File: src/irsd_pkg.sv
// Package: constants for the chopper gate sequencer
// Assumes: a single clock domain at 200 MHz driven from the wheel PLL
package irsd_pkg;
  // Fast clock ticks per segment (PLL multiplier)
  localparam int TICKS_PER_SEG = 10;
  // Gate window inside a segment half, in fast ticks from the segment edge
  localparam int GATE_START = 1;
  localparam int GATE_STOP = 4;
  // Clock rate and activity timeout
  localparam int CLK_HZ = 200000000;
  localparam int ACT_TIMEOUT_MS = 100;
  localparam int ACT_TIMEOUT_CYC = CLK_HZ / 1000 * ACT_TIMEOUT_MS;
  // Reset values
  localparam logic [3:0] GATES_RST = 4'h0;
  // Sequencer states
  typedef enum logic [2:0] {
    IRSD_IDLE = 3'b001,
    IRSD_WAIT = 3'b010,
    IRSD_RUN = 3'b100
  } irsd_state_t;
endpackage

File: src/irsd_sync_edge.sv
// Module: two-flop synchroniser with edge detector and activity watch
// Assumes: asynchronous sensor level in, clk_sys domain out
`timescale 1ns/100ps
`default_nettype none
module irsd_sync_edge #(
  parameter int TIMEOUT = irsd_pkg::ACT_TIMEOUT_CYC
) (
  // Clock and reset
  input wire logic clk_sys,
  input wire logic reset_n,
  // Sensor
  input wire logic sense_in,
  // Conditioned outputs
  output logic level,
  output logic rise,
  output logic fall,
  output logic active
);
  logic meta_reg;
  logic sync_reg;
  logic last_reg;
  logic [31:0] idle_cnt_reg;

  always_ff @(posedge clk_sys) begin
    if (!reset_n) begin
      meta_reg <= 1'b0;
      sync_reg <= 1'b0;
      last_reg <= 1'b0;
    end else begin
      meta_reg <= sense_in;
      sync_reg <= meta_reg;
      last_reg <= sync_reg;
    end
  end

  always_ff @(posedge clk_sys) begin
    if (!reset_n) begin
      idle_cnt_reg <= 32'(TIMEOUT);
    end else if (sync_reg != last_reg) begin
      idle_cnt_reg <= 32'h0;
    end else if (idle_cnt_reg < 32'(TIMEOUT)) begin
      idle_cnt_reg <= idle_cnt_reg + 32'h1;
    end
  end

  assign level = last_reg;
  assign rise = sync_reg & ~last_reg;
  assign fall = ~sync_reg & last_reg;
  assign active = idle_cnt_reg < 32'(TIMEOUT);
endmodule
`default_nettype wire

File: src/irsd_gate_seq.sv
// Module: sample-and-hold gate sequencer for the synchronous demodulator
// Assumes: clk_sys from the PLL; sensors are Schmitt-conditioned levels
`timescale 1ns/100ps
`default_nettype none
// Function
// - Four gate strobes exist, two for the measure half, two for reference.
// - The light gate runs while segment is high, the dark gate while low.
// - Gates are decoded only from the conditioned segment and phase levels.
// - Timing uses the fast clock locked at ten ticks per segment.
// - Each gate is limited to the centre ticks of its segment half.
// - Two LEDs follow phase and segment sensor activity; stuck means fault.
// - A dark calibration request opens the dark switch.
// - Electrical test without a dark calibration request routes the simulated waveform via the dark switch.
// - Results are two held values picked up at measure and reference gates.
module irsd_gate_seq #(
  parameter int TIMEOUT = irsd_pkg::ACT_TIMEOUT_CYC,
  parameter int SEG_TICKS = irsd_pkg::TICKS_PER_SEG
) (
  // Clock and reset
  input wire logic clk_sys,
  input wire logic reset_n,
  // Sensors and PLL
  input wire logic segment_sense,
  input wire logic phase_sense,
  input wire logic pll_tick,
  input wire logic pll_locked,
  // Host commands
  input wire logic dark_cal_req,
  input wire logic elec_test_req,
  // Gate strobes
  output logic measure_gate,
  output logic measure_dark_gate,
  output logic reference_gate,
  output logic reference_dark_gate,
  // Switches
  output logic dark_switch_open,
  output logic test_wave_en,
  // Held-value capture strobes
  output logic measure_level,
  output logic reference_level,
  // LEDs
  output logic phase_activity_led,
  output logic segment_activity_led
);
  // ---------------------------------------------------------------
  // Sensor conditioning
  // ---------------------------------------------------------------
  logic seg_lvl, seg_rise, seg_fall, seg_act;
  logic ph_lvl, ph_act;

  irsd_sync_edge #(.TIMEOUT(TIMEOUT)) u_seg (
    .clk_sys(clk_sys),
    .reset_n(reset_n),
    .sense_in(segment_sense),
    .level(seg_lvl),
    .rise(seg_rise),
    .fall(seg_fall),
    .active(seg_act)
  );

  irsd_sync_edge #(.TIMEOUT(TIMEOUT)) u_ph (
    .clk_sys(clk_sys),
    .reset_n(reset_n),
    .sense_in(phase_sense),
    .level(ph_lvl),
    .rise(),
    .fall(),
    .active(ph_act)
  );

  // ---------------------------------------------------------------
  // Sequencer
  // ---------------------------------------------------------------
  irsd_pkg::irsd_state_t state_reg, state_next;
  logic [7:0] tick_cnt_reg;
  logic [3:0] gates_reg;
  logic ok;

  assign ok = pll_locked & seg_act & ph_act;

  // Segment edge in either direction
  function automatic logic any_edge(input logic r, input logic f);
    any_edge = r | f;
  endfunction

  always_comb begin
    state_next = state_reg;
    case (state_reg)
      irsd_pkg::IRSD_IDLE: begin
        if (ok) begin
          state_next = irsd_pkg::IRSD_WAIT;
        end
      end
      irsd_pkg::IRSD_WAIT: begin
        if (!ok) begin
          state_next = irsd_pkg::IRSD_IDLE;
        end else if (any_edge(seg_rise, seg_fall)) begin
          state_next = irsd_pkg::IRSD_RUN;
        end
      end
      irsd_pkg::IRSD_RUN: begin
        if (!ok) begin
          state_next = irsd_pkg::IRSD_IDLE;
        end
      end
      default: state_next = irsd_pkg::IRSD_IDLE;
    endcase
  end

  always_ff @(posedge clk_sys) begin
    if (!reset_n) begin
      state_reg <= irsd_pkg::IRSD_IDLE;
    end else begin
      state_reg <= state_next;
    end
  end

  always_ff @(posedge clk_sys) begin
    if (!reset_n) begin
      tick_cnt_reg <= 8'h00;
    end else if (any_edge(seg_rise, seg_fall)) begin
      tick_cnt_reg <= 8'h00;
    end else if (pll_tick && tick_cnt_reg != 8'hFF) begin
      tick_cnt_reg <= tick_cnt_reg + 8'h01;
    end
  end

  function automatic logic in_window(input logic [7:0] t);
    in_window = t >= 8'(irsd_pkg::GATE_START)
      && t < 8'(irsd_pkg::GATE_STOP) && t < 8'(SEG_TICKS / 2);
  endfunction

  function automatic logic [3:0] gate_decode(input logic ph, input logic seg);
    case ({ph, seg})
      2'h3: gate_decode = 4'h1;
      2'h2: gate_decode = 4'h2;
      2'h1: gate_decode = 4'h4;
      2'h0: gate_decode = 4'h8;
      default: gate_decode = 4'h0;
    endcase
  endfunction

  always_ff @(posedge clk_sys) begin
    if (!reset_n) begin
      gates_reg <= irsd_pkg::GATES_RST;
    end else if (state_reg != irsd_pkg::IRSD_RUN || !ok) begin
      gates_reg <= irsd_pkg::GATES_RST;
    end else if (!in_window(tick_cnt_reg)) begin
      gates_reg <= irsd_pkg::GATES_RST;
    end else begin
      gates_reg <= gate_decode(ph_lvl, seg_lvl);
    end
  end

  assign measure_gate = gates_reg[0];
  assign measure_dark_gate = gates_reg[1];
  assign reference_gate = gates_reg[2];
  assign reference_dark_gate = gates_reg[3];

  // ---------------------------------------------------------------
  // Held value capture, switches, LEDs
  // ---------------------------------------------------------------
  // measure held strobe
  always_ff @(posedge clk_sys) begin
    if (!reset_n) begin
      measure_level <= 1'b0;
    end else begin
      measure_level <= gates_reg[0];
    end
  end

  always_ff @(posedge clk_sys) begin
    if (!reset_n) begin
      reference_level <= 1'b0;
    end else begin
      reference_level <= gates_reg[2];
    end
  end

  always_ff @(posedge clk_sys) begin
    if (!reset_n) begin
      dark_switch_open <= 1'b0;
    end else begin
      dark_switch_open <= dark_cal_req | elec_test_req;
    end
  end

  always_ff @(posedge clk_sys) begin
    if (!reset_n) begin
      test_wave_en <= 1'b0;
    end else begin
      test_wave_en <= elec_test_req & ~dark_cal_req;
    end
  end

  always_ff @(posedge clk_sys) begin
    if (!reset_n) begin
      phase_activity_led <= 1'b0;
    end else begin
      phase_activity_led <= ph_lvl;
    end
  end

  always_ff @(posedge clk_sys) begin
    if (!reset_n) begin
      segment_activity_led <= 1'b0;
    end else begin
      segment_activity_led <= seg_lvl;
    end
  end
endmodule
`default_nettype wire

File: config.mk
export PLATFORM = sky130hd
export DESIGN_NAME = irsd_gate_seq
export DESIGN_NICKNAME = d
export VERILOG_FILES = /design/src/irsd_pkg.sv /design/src/irsd_sync_edge.sv /design/src/irsd_gate_seq.sv
export SDC_FILE = /design/constraint.sdc
export NUM_CORES = 1
export LEC_CHECK = 0
export BUFFER_PORTS_ARGS = -buffer_cell sky130_fd_sc_hd__clkbuf_2
export CORE_ASPECT_RATIO = 0.5
export CORE_MARGIN = 4
export CORE_UTILIZATION = 35
export CTS_BUF_LIST = sky130_fd_sc_hd__clkbuf_4 sky130_fd_sc_hd__clkbuf_8
export CTS_CLUSTER_DIAMETER = 100
export DETAILED_ROUTE_END_ITERATION = 7
export SYNTH_ARGS = -nofsm -noshare
export SYNTH_HDL_FRONTEND = slang
export SYNTH_SLANG_ARGS = --single-unit
File: constraint.sdc
create_clock -name clk_sys -period 6.35 [get_ports clk_sys]
set_input_delay 1.27 -clock clk_sys [delete_from_list [all_inputs] [get_ports clk_sys]]
set_output_delay 1.27 -clock clk_sys [all_outputs]
set_load 0.1 [all_outputs]
### Word level (Yosys, flattened, before mapping)

Cells that the tools add are included.

| cells by class | value |
|---|---|
| reductions and logical operators | 13 |
| mux-type cells | 10 |
| bitwise gates (word level) | 12 |
| magnitude comparators | 5 |
| $add $sub $neg | 3 |
| equal/unequal tests | 13 |

Operator list:

| cell | number |
|---|---|
| 25-bit two-way mux | 4 |
| 32-bit by 1-bit adder with 32-bit output (second input constant) | 2 |
| 32-bit by 25-bit less-than comparator with 1-bit output (second input constant) | 2 |
| 8-bit by 3-bit less-than comparator with 1-bit output (second input constant) | 2 |
| 4-bit case mux with 4 select lines | 1 |
| 3-bit two-way mux | 4 |
| 3-bit case mux with 3 select lines | 1 |
| 8-bit by 1-bit adder with 8-bit output (second input constant) | 1 |
| 8-bit by 1-bit >= comparator with 1-bit output (second input constant) | 1 |
| 8-bit inequality test (second input constant) | 1 |
| 3-bit inequality test (second input constant) | 2 |
| 2-bit OR reduction | 3 |
| 1-bit bitwise AND | 5 |
| 1-bit inverter | 5 |
| 2-bit == test (second input constant) | 2 |
| 2-bit inequality test (second input constant) | 2 |
| 2-bit nonzero test | 2 |
| 3-bit by 1-bit == test with 1-bit output (second input constant) | 1 |
| 3-bit by 2-bit == test with 1-bit output (second input constant) | 1 |
| 3-bit == test (second input constant) | 1 |
| 1-bit logical AND | 3 |
| 3-bit AND reduction | 1 |
| 3-bit OR reduction | 1 |
| 2-bit by 1-bit == test with 1-bit output (second input constant) | 1 |
| 5 further kinds | 7 |

| storage, ports and cells | value |
|---|---|
| logic and storage cells | 75 |
| bits in registers | 91 |

### Depth between registers and ports, before layout

Gate-level depths: netlist of the first run.

| depth | value |
|---|---|
| word-level depth | 6 |
| gate-level depth with buffers | 8 |
| depth with buffers taken out | 6 |

### Hierarchy

Synthesis of the first run repeated with hierarchy kept, for this count alone.

| unflattened totals | value |
|---|---|
| cells, all modules | 471 |
| area total of the unflattened synthesis | 4164.0 um^2 |

Modules (own cells, without submodules):

| module | cells an instance | seq. area each (um^2) | area each (um^2) | instances |
|---|---|---|---|---|
| irsd_sync_edge | 190 | 700.7 | 1652.8 | 2 |
| irsd_gate_seq | 91 | 420.4 | 858.3 | 1 |

### Least setup slack after synthesis of the first run

Ideal clock, no wire load.

| timing | value |
|---|---|
| kind | input -> register |
| from | in reset_n |
| to | reg u_ph.idle_cnt_reg[16] |
| arrival time | 2.447 ns |
| slack | 3.824 ns |
| buffers on the path | 3 |
| cell stages on the path | 7 |
| cells stage by stage | clkbuf_1 and2_0 clkbuf_1 clkbuf_1 nand2_1 o21a_1 o211ai_1 |

RTL lines:

| element | line | source |
|---|---|---|
| start, declared | irsd_gate_seq.sv:21 | `input wire logic reset_n,` |
| end signal, assigned | irsd_sync_edge.sv:38 | `idle_cnt_reg <= 32'(TIMEOUT);` |
| end signal, assigned | irsd_sync_edge.sv:42 | `idle_cnt_reg <= idle_cnt_reg + 32'h1;` |
| end, declared | irsd_sync_edge.sv:22 | `logic [31:0] idle_cnt_reg;` |

==> impl_results.md, run 1 <==
- Clock tree buffer depth: 2
- Synth cell types: between 50 and 60
- Share of total power in combinational logic: roughly 8.3%
- Kind of launch point of the worst setup path: primary input
- Required @ worst endpoint: around 6.7 ns
- CTS tree: built
- Root buffer selected by CTS: clkbuf_8
- Post-layout min period: 2.987 ns
- Post-synth EDFFs: 0
- Synth async-reset ratio: 0%
- Area inside the core boundary: about 0.012 sq mm
- Leakage power figure: between 1.5 and 2 nW
- Post-CTS Resized: 0
- Highest-count cells in the layout ignoring fill and taps: dfxtp_1 (91), nor2_1 (52), nand2_1 (49)
- Warning count from the yosys run: 0
- Share of layout cells above drive strength 1: between 10% and 20%
- First drt pass iteration count: 4
- Maximum number of pins on one net before global-route repair: 37
- Final non-filler cell total: ~670
- Int Pwr: 0.8467 mW
- Clock network latency to the later pin of the worst-skew pair: 0.36 ns
- Fraction of the mapped netlist area in adder cells: ~1.5%
- Initial antenna violation count: 0
- Final number of max-transition violations: 0
- Xor and xnor fraction of the mapped netlist area: 4.135%
- Highest fanout seen on the critical path: 36
- Antenna cells: 0
- Final WL: a little under 9000 um
- Flip-flop and latch count after synthesis: 91
- Pwr per Cell Area: 242.7 mW/mm^2
- Classification of the worst setup path: in -> reg
- Headroom to the max-slew limit: around 18%
- H-tree depth: 3
- Fraction of the mapped netlist area in compound gates: around 15%
- Area occupied by multi-input gates: about 0.0023 sq mm
- Final Net Count: just over 500
- WP buf/inv: 1
- Post-route cell area: around 0.0046 sq mm
- DPL Wire Length: just under 6000 um
- Clock Pin Slew Worst Setup and Hold Paths: about 0.090 ns
- Die span in y: roughly 86 um
- Post-Place Cells: about 650
- # IOs: 18
- Maximum ir drop on the vdd rail: slightly below 0.00009 V
- Top area cells in the synthesized netlist: dfxtp_1 (43%), nor2_1 (4.6%), nand2_1 (4.3%)
- Simple-gate share of the synthesized area: between 30% and 40%
- Kind of end point of the critical path: flip-flop
- Via total after detailed routing: 3509
- Instance area after placement: 0.004428 sq mm
- Wire length of the first global-routing pass: 15040 um
- Overall global routing resource usage: 12.98%
- Switching share of power: 24.92%
- Drc violations: 0
- Combinational family with the most area after synthesis: simple AND/OR/NAND/NOR gates
- Flip-flop cell with the highest count after synthesis: dfxtp_1
- Area growth, synth to finish: 9.687%
- DIE AREA: between 0.01 and 0.015 sq mm
- Pin slew with the least headroom to its limit: around 1.2 ns
- Most common cell after layout, fill and taps aside: dfxtp_1
- Count of endpoints failing setup in the final report: 0
- Count of nets left with antenna violations after detail routing: 0
- Setup Fix Bufs, Post-CTS: 0
- Proportion of synthesized area in mux cells: under 10%
- Dominant cell type by area after synthesis: dfxtp_1
- Wirelength per Cell: between 10 and 15 um
- Clock sink total: between 90 and 100
- Total global routing overflow: 0
- Critical path cell sequence: clkbuf_2 > and2_0 > nand2_1 > o221ai_1 > a211o_1
- Final count of hold timing violations: 0
- Net count after synthesis: between 500 and 600
- Setup repair after global routing missed its margin: false
- Combined area of all synthesized cells: ~0.0042 sq mm
- Net switching power: ~0.28 mW
- Cts bufs inserted: 9
- Portion of synthesized cell area occupied by the leading cell type: approximately 43%
- Number of cell rows: 28
- Die width: around 160 um
- Data arrival time of the critical path: 3.30 ns
- Global placer's final weighted congestion: around 0.76
- Fmax: between 0.3 and 0.4 GHz
- Cell with the biggest individual delay on the critical path: and2_0
- Final worst path period share: a little under half
- Min-Delay Path Class: reg -> reg
- Setup TNS: 0 ns
- Fillcell total: roughly 1200
- Part of the total power dissipated in the clock network: 38.4%
- Post-Syn Instances: 494
- Sequential area share after synthesis: between 40 and 50%
- Hold buffer count at CTS: 0
- Iter 0 DRT Violations: 152
- Outcome: completed
- Delay contributed by the slowest stage of the critical path: between 1 and 1.5 ns
- Starting density of the core: 35.88%
- Final clock skew: 0.008383 ns
- Routed vias/inst: 5.253
- Maximum Capacitance Violations: 0
- Count of buffers inserted at the top-level ports: 17
- Portion of total power attributed to sequential cells: a little over half
- Cell family with the largest share of critical-path delay: simple AND/OR/NAND/NOR gates
- Vias in the first global route: between 3000 and 4000
- Post-synthesis average cell area: between 8 and 9 sq um
- FF/Latch Area: roughly 0.0018 sq mm
==> synthesized netlist by cell type (all sizes together) (3+ instances only) <==
library cell  count
o211ai            8
xor2              5
dfxtp            91
a211o             3
clkbuf           21
o2111ai           5
or3               8
nor3b             3
o2111a            3
inv              10
mux2i             6
nand2            49
nor4             12
xnor2            15
a41o              7
nor3             24
buf               5
ha                5
a31o              9
o21ai            10
and4              5
and2             12
a31oi            10
nor2             52
nand4            20
a21oi            19
nand3            21
or4               4
and3             27
nor4b             3
nand2b            3
==> worst reg2reg max path, stage by stage (launching register included) <==
cell	delay [ns]
dfxtp_1	0.35
xnor2_1	0.58
and2_0	1.03
nand2_1	0.17
o221ai_1	0.22
a211o_1	0.14
==> worst paths after layout <==
check                start               endpoint  slack (ns)  cells past startpoint
min          u_ph.meta_reg          u_ph.sync_reg        0.44                      1
min reg2reg  u_ph.meta_reg          u_ph.sync_reg        0.44                      1
max reg2reg     u_ph.level  u_ph.idle_cnt_reg[21]        3.81                      5
max                reset_n  u_ph.idle_cnt_reg[21]        3.36                      5
==> logic make-up (layout without fill, tap and decap cells) <==
family	after synthesis	in the layout
AND/OR/NAND/NOR	249	249
adder cells (fa/ha/maj)	5	5
AO/OA/AOI/OAI	85	85
XOR/XNOR	20	20
multiplexers	8	8
buffers and inverters	36	45
flip-flops	91	91
==> power by group through the flow <==
stage / clock (mW) / sequential (mW) / combinational, mW
6_report: 0.433 / 0.602 / 0.0934
3_3_place_gp: 0 / 0.614 / 0.0927
4_1_cts: 0.450 / 0.601 / 0.0945
2_1_floorplan: 0 / 0.616 / 0.0714
5_1_grt: 0.474 / 0.604 / 0.105
3_5_place_dp: 0 / 0.615 / 0.0941
==> area by class of cell <==
class | count | share of cell area, %
inverter | 10 | 0.8078
clock inverter | 6 | 1.885
sequential | 91 | 39.20
timing repair buffer | 19 | 2.154
multi-input combinational | 367 | 48.68
clock buffer | 10 | 2.827
tap | 165 | 4.443
==> metal layers <==
layer / part of all wire, % / wire, um / GRT usage (%)
met1: 52 / 4491 / 17.51
met2: 44 / 3868 / 20.60
met3: 2.9 / 252 / 3.601
met4: 1.1 / 93 / 3.501
met5: 0 / 0 / 0
==> per-stage QoR <==
stage          hold WS (ns)  util, %  total power, mW  setup slack (ns)
6_report             0.4424    39.36            1.128             3.363
5_1_grt              0.4507    39.36            1.184             3.161
4_1_cts              0.4459    39.36            1.146             3.343
3_5_place_dp         0.4249    37.51           0.7088             2.934
3_3_place_gp         0.4272    37.51           0.7070             2.995
2_1_floorplan        0.4119        -           0.6870             3.824
Power figures use the tool's default switching activity.
==> inputs of run 2 (changes only) <==
Settings changed: ABC_AREA from default to 1.
Clock period 6.35 ns to 2.52 ns, I/O delays scaled along.
==> impl_results.md, run 2 <==
- Iter 0 DRT Violations: 216 (+42%)
- Area growth, synth to finish: 10.12%
- CTS tree: built
- Vias in the first global route: 3543 (+10%)
- Final number of max-transition violations: 0 (unchanged)
- Final Net Count: 667 (+31%)
- Final worst path period share: 76.67%
- Clock Pin Slew Worst Setup and Hold Paths: 0.09 ns (about the same)
- Headroom to the max-slew limit: 63.86% (+45 points)
- Portion of total power attributed to sequential cells: 52.6% (-0.7 points)
- Net count after synthesis: 648 (+28%)
- Fillcell total: 1292 (+7.6%)
- Dominant cell type by area after synthesis: dfxtp_1
- Maximum number of pins on one net before global-route repair: 25 (-32%)
- Die span in y: 87.73 um (+2.2%)
- Maximum ir drop on the vdd rail: 0.0002349 V (+170%)
- Switching share of power: 28.44% (+3.5 points)
- Outcome: completed
- Worst reg2reg path startpoint: u_ph.idle_cnt_reg[14]
- Post-layout min period: roughly 1.9 ns
- Final WL: 9287 um (+6.7%)
- Area occupied by multi-input gates: 0.002142 sq mm (-5.3%)
- Delay contributed by the slowest stage of the critical path: 0.37 ns (-0.65 ns)
- Wirelength per Cell: 11.27 um (-14%)
- Final clock skew: 0.01032 ns (+0.001940 ns)
- DIE AREA: 0.01469 sq mm (+4.7%)
- Root buffer selected by CTS: clkbuf_8
- Clock sink total: 91 (unchanged)
- Final non-filler cell total: 824 (+23%)
- Kind of end point of the critical path: flip-flop
- Antenna cells: 0 (unchanged)
- Setup Fix Bufs, Post-CTS: 0 (unchanged)
- Number of cell rows: 28 (unchanged)
- Share of total power in combinational logic: 13.3% (+5.0 points)
- Count of endpoints failing setup in the final report: 0 (unchanged)
- Die width: 167.5 um (+2.4%)
- Setup TNS: 0 ns (unchanged)
- H-tree depth: 3 (unchanged)
- Critical path cell sequence: nor2_1 > nand2_1 > a21oi_2 > nor2_2 > nor2_4 > inv_2 > nor2_1 > inv_1 > o21ai_1 > a21oi_1
- Hold buffer count at CTS: 0 (unchanged)
- Cell repeated most along the worst path: nor2_1
- Setup repair after global routing missed its margin: false
- Most common cell after layout, fill and taps aside: nand2_1
- Via total after detailed routing: 3863 (+10%)
- Drc violations: 0 (unchanged)
- FF/Latch Area: 0.001822 sq mm (unchanged)
- Wire length of the first global-routing pass: 16290 um (+8.3%)
- Most frequent cell after synthesis: nand2_1
- Synth async-reset ratio: 0% (unchanged)
- Min-Delay Path Class: in -> reg
- Warning count from the yosys run: 0 (unchanged)
- Maximum Capacitance Violations: 0 (unchanged)
- Clock network latency to the later pin of the worst-skew pair: 0.37 ns (about the same)
- Sequential area share after synthesis: 40.94% (-2.1 points)
- Post-Place Cells: 808 (+24%)
- Part of the total power dissipated in the clock network: 34.1% (-4.3 points)
- Count of nets left with antenna violations after detail routing: 0 (unchanged)
- Combined area of all synthesized cells: 0.004449 sq mm (+5.0%)
- Leakage power figure: 2.021 nW (+9.1%)
- Post-synth EDFFs: 0 (unchanged)
- Count of buffers inserted at the top-level ports: 17 (unchanged)
- Starting density of the core: 36.71% (+0.82 points)
- Area inside the core boundary: 0.01212 sq mm (+2.7%)
- Post-synthesis average cell area: 7.007 sq um (-18%)
- Critical path origin: u_ph.idle_cnt_reg[14]
- Int Pwr: 2.142 mW (+150%)
- First drt pass iteration count: 4 (unchanged)
- Post-Syn Instances: 635 (+29%)
- Most frequent cells after synthesis: nand2_1 (124), inv_1 (98), dfxtp_1 (91), nor2_1 (64), nand3_1 (48)
- Final count of hold timing violations: 0 (unchanged)
- Post-layout power: 2.994 mW (+170%)
- Required @ worst endpoint: 2.75 ns (-3.91 ns)
- Overall global routing resource usage: 13.45% (+0.47 points)
- Flip-flop cell with the highest count after synthesis: dfxtp_1
- Worst r2r path cells: 10 (+5)
- Initial antenna violation count: 0 (unchanged)
- Net switching power: 0.8513 mW (+200%)
- Global placer's final weighted congestion: 0.8382 (+11%)
- Critical register-to-register path endpoint: u_ph.idle_cnt_reg[6]
- Share of layout cells above drive strength 1: 11.38% (+0.45 points)
- Worst setup path endpoint: u_ph.idle_cnt_reg[6]
- Post-CTS Resized: 0 (unchanged)
- Kind of launch point of the worst setup path: flip-flop
- Pin slew with the least headroom to its limit: 0.5444 ns (-0.6783 ns)
- Total global routing overflow: 0 (unchanged)
- Worst-case register-to-register setup slack: 0.59 ns (-3.22 ns)
- Routed vias/inst: 4.688 (-11%)
- DPL Wire Length: 6854 um (+17%)
- Cell with the biggest individual delay on the critical path: dfxtp_1
- Highest-count cells in the layout ignoring fill and taps: nand2_1 (124), inv_1 (98), dfxtp_1 (91)
- Cts bufs inserted: 9 (unchanged)
- Flip-flop and latch count after synthesis: 91 (unchanged)
- Pwr per Cell Area: 611.0 mW/mm^2 (+150%)
- Highest fanout seen on the critical path: 15 (-58%)
- Clock tree buffer depth: 2 (unchanged)
- Fmax: roughly 0.52 GHz
- # IOs: 18 (unchanged)
- Top area cells in the synthesized netlist: dfxtp_1 (41%), nand2_1 (10%), inv_1 (8.3%)
- Portion of synthesized cell area occupied by the leading cell type: 40.94% (-2.1 points)
- Data arrival time of the critical path: 2.16 ns (-1.14 ns)
- Classification of the worst setup path: reg -> reg
- Synth cell types: 42 (-21%)
## run 2: layout make-up
type                            count  area share, %
Timing Repair Buffer               21          2.349
Clock inverter                      5          1.226
Inverter                          109          8.350
Sequential cell                    91          37.18
Multi-Input combinational cell    422          43.72
Tap cell                          165          4.213
Clock buffer                       11          2.962
## run 2: power groups by stage
stage          Sequential (mW)  Combinational [mW]  Clock [mW]
6_report                  1.57               0.397        1.02
5_1_grt                   1.59               0.458        1.12
4_1_cts                   1.57               0.401        1.07
3_5_place_dp              1.61               0.400           0
3_3_place_gp              1.61               0.396           0
2_1_floorplan             1.61               0.320           0
## run 2: cells by family (layout without fill, tap and decap cells)
group	Yosys count	count (layout)	share of synthesized area, %
adder cells (fa/ha/maj)	5	5	1.406
buffers and inverters	122	146	10.91
AO/OA/AOI/OAI	83	83	10.55
flip-flops	91	91	40.94
AND/OR/NAND/NOR	326	326	34.28
XOR/XNOR	8	8	1.912
## run 2: worst min path at each step
| stage | end | start | depth (start not counted) | slack, ns |
|---|---|---|---|---|
| floorplan | u_ph.sync_reg | u_ph.meta_reg | 2 | 0.39 |
| global placement | u_seg.sync_reg | u_seg.meta_reg | 2 | 0.40 |
| detailed placement | u_ph.sync_reg | u_ph.meta_reg | 2 | 0.40 |
| CTS | test_wave_en | dark_cal_req | 2 | 0.28 |
| global route | test_wave_en | dark_cal_req | 2 | 0.29 |
| finish | test_wave_en | dark_cal_req | 2 | 0.31 |
## run 2: per-stage QoR
stage / utilization [%] / cell area [sq um] / hold WS (ns) / setup slack, ns
5_1_grt: 40.42 / 4900 / 0.2888 / 0.3672
6_report: 40.42 / 4900 / 0.3065 / 0.5880
3_5_place_dp: 38.73 / 4695 / 0.4045 / 0.5934
2_1_floorplan: - / 4449 / 0.3905 / 1.069
3_3_place_gp: 38.73 / 4695 / 0.4003 / 0.6636
4_1_cts: 40.42 / 4900 / 0.2794 / 0.5725
## run 2: worst max-delay path, delay by kind of cell, from the launching register on
kind,cells,cell delay (ns)
AO/OA/AOI/OAI,3,0.32
buffers and inverters,2,0.29
flip-flops,1,0.37
AND/OR/NAND/NOR,5,0.82
## run 2: routing by layer
metal	wire, um	global-route usage (%)	vias up
met3	316	3.381	9
met4	124	4.271	0
met5	0	0	-
met2	4205	22.03	42
met1	4640	17.71	1704
li1	-	-	2108
